### src/nie_regs.svh
// Purpose: Opcodes, field positions and pin timing of the nibble expander link
// Assumes: Times are in nanoseconds; the clock period is given in ns as well
// Notes:   Cycle counts are derived from these in the host module
`ifndef NIE_REGS_SVH
`define NIE_REGS_SVH

`define NIE_OP_READ      2'h0
`define NIE_OP_WRITE     2'h1
`define NIE_OP_OR        2'h2
`define NIE_OP_AND       2'h3

`define NIE_NPORTS       4
`define NIE_NIB_W        4

`define NIE_CLK_NS       25
`define NIE_T_INST_SU_NS 100
`define NIE_T_INST_H_NS  60
`define NIE_T_DATA_SU_NS 200
`define NIE_T_DATA_H_NS  20
`define NIE_T_PW_NS      700
`define NIE_T_CS_SU_NS   50
`define NIE_T_CS_H_NS    50
`define NIE_T_ACC_NS     650
`define NIE_T_FLOAT_NS   150
`define NIE_T_SWITCH_NS  800

`define NIE_SYNC_STAGES  2
`define NIE_CNT_W        6

`endif

### src/nie_pkg.sv
// Purpose: Types shared by the nibble expander host
// Assumes: nie_regs.svh holds the numeric constants
// Notes:   Command travels as one packed struct
`include "nie_regs.svh"

package nie_pkg;

  typedef struct packed {
    logic [1:0]                op;
    logic [1:0]                port;
    logic [`NIE_NIB_W-1:0]     data;
  } nie_cmd_s;

  typedef enum logic [2:0] {
    NIE_IDLE,
    NIE_SETUP,
    NIE_INSTHOLD,
    NIE_RDWAIT,
    NIE_WRDATA,
    NIE_POST,
    NIE_GAP
  } nie_state_e;

endpackage : nie_pkg

### src/nie_host.sv
// Purpose: Host controller driving a four-port nibble I/O expander over its pins
// Assumes: Expander keeps its own rules; nibble pin input is asynchronous
// Notes:   One transfer at a time; reads of an output-mode port get a dummy read
// What this block does
// - Upper bits opcode, lower bits port select.
// - Host drives opcode and port with chip select, before strobe fall.
// - Host samples during low, then raises strobe.
// - Host issues dummy read after output mode.
`timescale 1ns/1ps
`include "nie_regs.svh"

module nie_host (
  input  wire logic                  mclk,
  input  wire logic                  rst_n,
  input  wire logic                  reqValid,
  input  wire nie_pkg::nie_cmd_s     reqCmd,
  output logic                       busy,
  output logic                       done,
  output logic [`NIE_NIB_W-1:0]      rdData,
  output logic [`NIE_NPORTS-1:0]     portOutMode,
  output logic                       csN,
  output logic                       strobe,
  input  wire logic [`NIE_NIB_W-1:0] nibIn,
  output logic [`NIE_NIB_W-1:0]      nibOut,
  output logic                       nibOe
);
  import nie_pkg::*;

  function automatic int cyc_up(input int ns);
    int c;
    c = (ns + `NIE_CLK_NS - 1) / `NIE_CLK_NS;
    return (c < 1) ? 1 : c;
  endfunction : cyc_up

  localparam int INST_SU = cyc_up(`NIE_T_INST_SU_NS);
  localparam int CS_SU   = cyc_up(`NIE_T_CS_SU_NS);
  localparam int INST_H  = cyc_up(`NIE_T_INST_H_NS);
  localparam int DATA_SU = cyc_up(`NIE_T_DATA_SU_NS);
  localparam int DATA_H  = cyc_up(`NIE_T_DATA_H_NS);
  localparam int CS_H    = cyc_up(`NIE_T_CS_H_NS);
  localparam int PW      = cyc_up(`NIE_T_PW_NS);
  localparam int ACC     = cyc_up(`NIE_T_ACC_NS) + `NIE_SYNC_STAGES;
  localparam int FLOAT   = cyc_up(`NIE_T_FLOAT_NS);
  localparam int SWITCH  = cyc_up(`NIE_T_SWITCH_NS);
  localparam int SETUP_C = (INST_SU > CS_SU) ? INST_SU : CS_SU;
  localparam int RDLOW0  = PW - INST_H;
  localparam int RDLOW   = (RDLOW0 > ACC) ? RDLOW0 : ACC;
  localparam int WRLOW   = (RDLOW0 > DATA_SU) ? RDLOW0 : DATA_SU;
  localparam int WRPOST  = (DATA_H > CS_H) ? DATA_H : CS_H;
  localparam int RDPOST  = (FLOAT > CS_H) ? FLOAT : CS_H;

  nie_state_e               state;
  nie_cmd_s                 cmd;
  logic [`NIE_CNT_W-1:0]    cnt;
  logic                     dummyPend;
  logic [`NIE_NIB_W-1:0]    nibSync1;
  logic [`NIE_NIB_W-1:0]    nibSync2;
  logic [`NIE_NIB_W-1:0]    next_nib;
  logic                     isRead;

  assign isRead = (cmd.op == `NIE_OP_READ);

  // Opcode in the upper pair, port select in the lower pair
  always_comb begin
    next_nib = {cmd.op, cmd.port};
  end

  // Two-stage synchroniser on the nibble pins
  always_ff @(posedge mclk or negedge rst_n) begin
    if (!rst_n) begin
      nibSync1 <= 4'h0;
      nibSync2 <= 4'h0;
    end else begin
      nibSync1 <= nibIn;
      nibSync2 <= nibSync1;
    end
  end

  always_ff @(posedge mclk or negedge rst_n) begin
    if (!rst_n) begin
      state     <= NIE_IDLE;
      cmd       <= '0;
      cnt       <= '0;
      dummyPend <= 1'b0;
      csN       <= 1'b1;
      strobe    <= 1'b1;
      nibOut    <= 4'h0;
      nibOe     <= 1'b0;
      busy      <= 1'b0;
    end else begin
      unique case (state)
        NIE_IDLE: begin
          if (reqValid) begin
            cmd       <= reqCmd;
            busy      <= 1'b1;
            dummyPend <= (reqCmd.op == `NIE_OP_READ) && portOutMode[reqCmd.port];
            csN       <= 1'b0;
            nibOut    <= {reqCmd.op, reqCmd.port};
            nibOe     <= 1'b1;
            cnt       <= `NIE_CNT_W'(SETUP_C - 1);
            state     <= NIE_SETUP;
          end
        end
        NIE_SETUP: begin
          if (cnt == '0) begin
            strobe <= 1'b0;
            cnt    <= `NIE_CNT_W'(INST_H - 1);
            state  <= NIE_INSTHOLD;
          end else begin
            cnt <= cnt - 1'b1;
          end
        end
        NIE_INSTHOLD: begin
          if (cnt == '0) begin
            if (isRead) begin
              nibOe <= 1'b0;
              cnt   <= `NIE_CNT_W'(RDLOW - 1);
              state <= NIE_RDWAIT;
            end else begin
              nibOut <= cmd.data;
              cnt    <= `NIE_CNT_W'(WRLOW - 1);
              state  <= NIE_WRDATA;
            end
          end else begin
            cnt <= cnt - 1'b1;
          end
        end
        NIE_RDWAIT: begin
          if (cnt == '0) begin
            strobe <= 1'b1;
            cnt    <= `NIE_CNT_W'(RDPOST - 1);
            state  <= NIE_POST;
          end else begin
            cnt <= cnt - 1'b1;
          end
        end
        NIE_WRDATA: begin
          if (cnt == '0) begin
            strobe <= 1'b1;
            cnt    <= `NIE_CNT_W'(WRPOST - 1);
            state  <= NIE_POST;
          end else begin
            cnt <= cnt - 1'b1;
          end
        end
        NIE_POST: begin
          if (cnt == '0) begin
            csN   <= 1'b1;
            nibOe <= 1'b0;
            cnt   <= `NIE_CNT_W'(dummyPend ? SWITCH - 1 : CS_SU - 1);
            state <= NIE_GAP;
          end else begin
            cnt <= cnt - 1'b1;
          end
        end
        NIE_GAP: begin
          if (cnt != '0) begin
            cnt <= cnt - 1'b1;
          end else if (dummyPend) begin
            // Repeat the read once the port has had the switch time (SWITCH cycles) to leave output mode
            dummyPend <= 1'b0;
            csN       <= 1'b0;
            nibOut    <= next_nib;
            nibOe     <= 1'b1;
            cnt       <= `NIE_CNT_W'(SETUP_C - 1);
            state     <= NIE_SETUP;
          end else begin
            busy  <= 1'b0;
            state <= NIE_IDLE;
          end
        end
      endcase
    end
  end

  // Completion pulse and read sample just before the rising strobe
  always_ff @(posedge mclk or negedge rst_n) begin
    if (!rst_n) begin
      done   <= 1'b0;
      rdData <= 4'h0;
    end else begin
      done <= (state == NIE_GAP) && (cnt == '0) && !dummyPend;
      if (state == NIE_RDWAIT && cnt == '0) begin
        rdData <= nibSync2;
      end
    end
  end

  // Mirror of the expander port modes, all inputs after reset
  always_ff @(posedge mclk or negedge rst_n) begin
    if (!rst_n) begin
      portOutMode <= '0;
    end else if (state == NIE_POST && cnt == '0) begin
      portOutMode[cmd.port] <= !isRead;
    end
  end

  // Helper counters watched only by the checks below
  logic [`NIE_CNT_W-1:0] lowCnt;
  logic [1:0]            fallCnt;
  logic                  hadOut;
  always_ff @(posedge mclk or negedge rst_n) begin
    if (!rst_n) begin
      lowCnt  <= '0;
      fallCnt <= '0;
      hadOut  <= 1'b0;
    end else begin
      lowCnt <= strobe ? '0 : lowCnt + 1'b1;
      if (state == NIE_IDLE && reqValid) begin
        fallCnt <= '0;
        hadOut  <= portOutMode[reqCmd.port];
      end else if (state == NIE_SETUP && cnt == '0) begin
        fallCnt <= fallCnt + 1'b1;
      end
    end
  end

  AST_STROBE_UNDER_CS: assert property (@(posedge mclk) disable iff (!rst_n)
    !strobe |-> !csN)
    else $error("strobe low while chip select high");

  AST_CMD_AT_FALL: assert property (@(posedge mclk) disable iff (!rst_n)
    $fell(strobe) |-> nibOe && nibOut == {cmd.op, cmd.port} && $past(nibOe, 4))
    else $error("command nibble not driven and set up at strobe fall");

  AST_OPCODE_LAYOUT: assert property (@(posedge mclk) disable iff (!rst_n)
    $fell(strobe) |-> nibOut[3:2] == cmd.op && nibOut[1:0] == cmd.port)
    else $error("opcode or port bits misplaced");

  AST_READ_RELEASED: assert property (@(posedge mclk) disable iff (!rst_n)
    $fell(strobe) && isRead |-> ##3 !nibOe [*8])
    else $error("host drives nibble during read");

  AST_LOW_WIDTH: assert property (@(posedge mclk) disable iff (!rst_n)
    $rose(strobe) |-> $past(lowCnt) >= PW - 1)
    else $error("strobe low pulse too short");

  AST_DUMMY_READ: assert property (@(posedge mclk) disable iff (!rst_n)
    done && isRead && hadOut |-> fallCnt == 2'h2)
    else $error("no dummy read before reading an output port");

  AST_DONE_BOUND: assert property (@(posedge mclk) disable iff (!rst_n)
    state == NIE_IDLE && reqValid |-> ##[36:120] done)
    else $error("transfer did not complete in time");

endmodule : nie_host

### config.mk
export PLATFORM = sky130hd
export DESIGN_NAME = nie_host
export DESIGN_NICKNAME = d
export VERILOG_FILES = /design/src/nie_pkg.sv /design/src/nie_host.sv
export VERILOG_INCLUDE_DIRS = /design/src
export SDC_FILE = /design/constraint.sdc
export NUM_CORES = 1
export LEC_CHECK = 0
export BUFFER_PORTS_ARGS = -buffer_cell sky130_fd_sc_hd__clkbuf_2
export CAP_MARGIN = 20
export CORE_AREA = 5 5 84 70
export DETAILED_ROUTE_END_ITERATION = 8
export DIE_AREA = 0 0 89 75
export GPL_TIMING_DRIVEN = 1
export PLACE_DENSITY = 0.68
export SLEW_MARGIN = 30
export SYNTH_ARGS = -nofsm -noshare
export SYNTH_HDL_FRONTEND = slang
export SYNTH_SLANG_ARGS = --single-unit
### constraint.sdc
create_clock -name mclk -period 5.2 [get_ports mclk]
set_clock_uncertainty 0.2 [all_clocks]
set_input_delay 0.26 -clock mclk [delete_from_list [all_inputs] [get_ports mclk]]
set_output_delay 0.26 -clock mclk [all_outputs]
set_load 0.05 [all_outputs]
==> impl_metrics.yaml <==
run_status:
  status: "completed"
power:
  net-switching-power_w: 0.000129
  pwr-share-comb: 0.035
  switching_share: 0.208
  p_leak_nw: 1.23
  ir_worst_vdd_uv: 200
  total_power_w: 0.000619
  p_per_area_nw_per_um2: 230
  pwr-share-seq: 0.546
  pwr-share-clk: 0.419
  p_int_w: 0.000490
setup_path:
  path_class: "register to register"
  cp.required_ns: 5.18
  worst_setup_path_end_kind: "register"
  critPathLaunch: "cnt[0]"
  timing.rr.end: "nibOe"
  cp_max_fo: 14
  r2r_slack_ns: 2.52
  r2r-start: "cnt[0]"
  cp-start-kind: "register"
  crit_arrival_ns: 2.66
  reg2regPathDepth: 7
grt:
  grtUsageMet1: 0.244
  grtUsageTotal: 0.158
  grt_util_met3: 0.0470
  grt_use_met2: 0.220
  grt_start_max_net_pins: 44
  antenna_found_initial: 0
  grt.overflow.total: 0
  grt_pass1_wl_mm: 8.14
  grt_pass1_vias: 1663
  busiest_layer: "met1"
final_layout:
  final_cells: 314
  diodes: 0
  nets: 268
  final_cell_mix: "dfrtp_1, clkbuf_2, nand2_1, o21ai_0, nor2_1"
  n_fill_cell: 436
  synthToLayoutAreaGrowth_pct: 15.4
  layout-drive-gt1-share: 0.294
  final_common_cell: "dfrtp_1"
timing:
  rsz0062_at_grt: "no"
  fin_crit_ns: 2.68
  post-route-period-util: 0.516
  drv_slew: 0
  finalSetupViolCount: 0
  setup-tns-final_ns: 0
  tightestPinTransition_ns: 0.951
  maxSlewHeadroom: 0.364
  max_freq_mhz: 373
  finalHoldViolCount: 0
clocking:
  cts-htree-levels: 2
  clk-insertion-delay-late_ns: 0.29
  root_buffer: "clkbuf_8"
  post_cts_buffers: 0
  cts.sinks: 43
  cts_tree: "built"
  clk_pin_slew_ns: 0.08
  cts_buffers: 5
  cts_buffer_depth: 2
synthesis:
  async_flop_share: 1.00
  synth_nets: 234
  synth_cell_types: 64
  syn_area_um2: 2330
  seq_area_frac_synth: 0.463
  synth-edff-count: 0
  avgSynthCellArea_um2: 10.7
  syn_inst: 217
  muxShareOfSynthArea: 0.136
  yosys_warnings: 0
  synth_seq_cells: 43
  synthAdderAreaFrac: 0.0107
  ys.flop_type: "dfrtp_1"
  yosys.area_share.simple: 0.184
  synth-xor-area-share: 0
  synth_compound_area_frac: 0.155
  synth_top_family_by_area: "simple AND/OR/NAND/NOR gates"
placed_design:
  hpwl_mm: 3.39
  dp.cells: 297
  portBuffers: 31
  gp_congestion: 0.843
die:
  dieArea_um2: 6680
  die-height_um: 75
  rows: 23
  start_util: 0.473
  io-pin-count: 32
  core_um2: 4920
  die_w_um: 89
detailed_routing:
  ant_nets: 0
  drt-total-wl_mm: 4.83
  wire_per_inst_um: 15.4
  avgViaCountPerCell: 5.66
  drt_iter0_drc: 149
  vias: 1778
  drc: 0
  first_pass_iters: 4
min_path:
  hp-class: "input port to register"
  hold-path-endpoint: "cmd[6]"
  hold_depth: 2
  hp-start: "reqCmd[6]"
job:
  cap_violations: 0
## Yosys cell counts (all sizes together), types with 2 or more instances
library cell | number | area, um2
o21ai | 15 | 78.8
nand2b | 5 | 31.3
buf | 8 | 57.6
or3 | 2 | 12.5
mux2 | 20 | 255
o32a | 2 | 20.0
o31ai | 2 | 15.0
a211o | 2 | 17.5
a21boi | 3 | 22.5
a31oi | 2 | 12.5
and2 | 3 | 21.3
ha | 2 | 25.0
dfrtp | 41 | 1030
inv | 8 | 30.0
nand3 | 6 | 42.5
mux2i | 4 | 40.0
nor3b | 2 | 20.0
nand4 | 3 | 18.8
nor3 | 6 | 46.3
and3 | 2 | 12.5
nand2 | 18 | 86.3
nor2b | 3 | 18.8
a21oi | 12 | 63.8
o211ai | 2 | 15.0
nor2 | 15 | 66.3
o22ai | 3 | 18.8
dfstp | 2 | 52.6
clkbuf | 6 | 32.5
## layer usage
metal / up-vias / wire length [um]
li1: 855 / -
met2: 47 / 2040
met4: 0 / 23
met1: 874 / 2480
met3: 2 / 276
met5: - / 0
## worst max-delay path: stages (launching register included)
cell and delay, ns:
dfrtp_1 0.41, inv_1 0.09, ha_1 0.16, nor3b_2 0.77
and2_4 0.38, a21oi_1 0.10, a2bb2oi_1 0.16, a211o_1 0.31
## how the worst max path moves through the flow
stage,to,slack [ns]
final,nibOe,2.52
after global routing,nibOe,2.40
after CTS,nibOe,2.53
after detailed placement,nibOe,2.55
after global placement,nibOe,2.65
after floorplan,portOutMode[1],3.22
## sequential cells by signal, indices dropped and copies added (netlist names), 3 cells and up
name and cells:
rdData 4, state 3, portOutMode 4, cmd 8
nibSync2 4, nibOut 4, cnt 6, nibSync1 4
## final cells by class
class	count	area (um2)	share of cell area
clock inverters	3	43.8	0.0163
multi-input cells	152	1130	0.422
clock buffers	5	68.8	0.0256
repair buffers	41	255	0.0950
inverters	8	30.0	0.0112
well taps	62	77.6	0.0289
flip-flops and latches	43	1080	0.401
## metrics by stage
step	util	worst slack, ns	cell area [um2]	hold WS [ns]
floorplan	-	3.22	2330	-0.236
global placement	0.504	2.65	2480	0.134
detailed placement	0.504	2.55	2480	0.133
CTS	0.544	2.53	2680	0.000295
global route	0.546	2.40	2690	0.0313
finish	0.546	2.52	2690	0.0384
## cell families after synthesis
kind of cell             after synthesis
AO/OA/AOI/OAI                         54
adder cells (fa/ha/maj)                2
buffers and inverters                 22
flip-flops                            43
multiplexers                          25
AND/OR/NAND/NOR                       71
## power by group through the flow
stage | combinational, W | sequential (W) | clock, W
global route | 0.0000248 | 0.000339 | 0.000280
finish | 0.0000217 | 0.000338 | 0.000259
detailed placement | 0.0000170 | 0.000345 | 0
floorplan | 0.00000307 | 0.000345 | 0
global placement | 0.0000168 | 0.000345 | 0
CTS | 0.0000218 | 0.000338 | 0.000265
## what timing repair did
| item | in CTS | in global routing |
|---|---|---|
| hold buffers | 8 | 1 |
| resized for setup | 0 | 0 |
| hold endpoints to repair | 48 | 1 |
No activity file was read; power rests on OpenSTA's default activity.
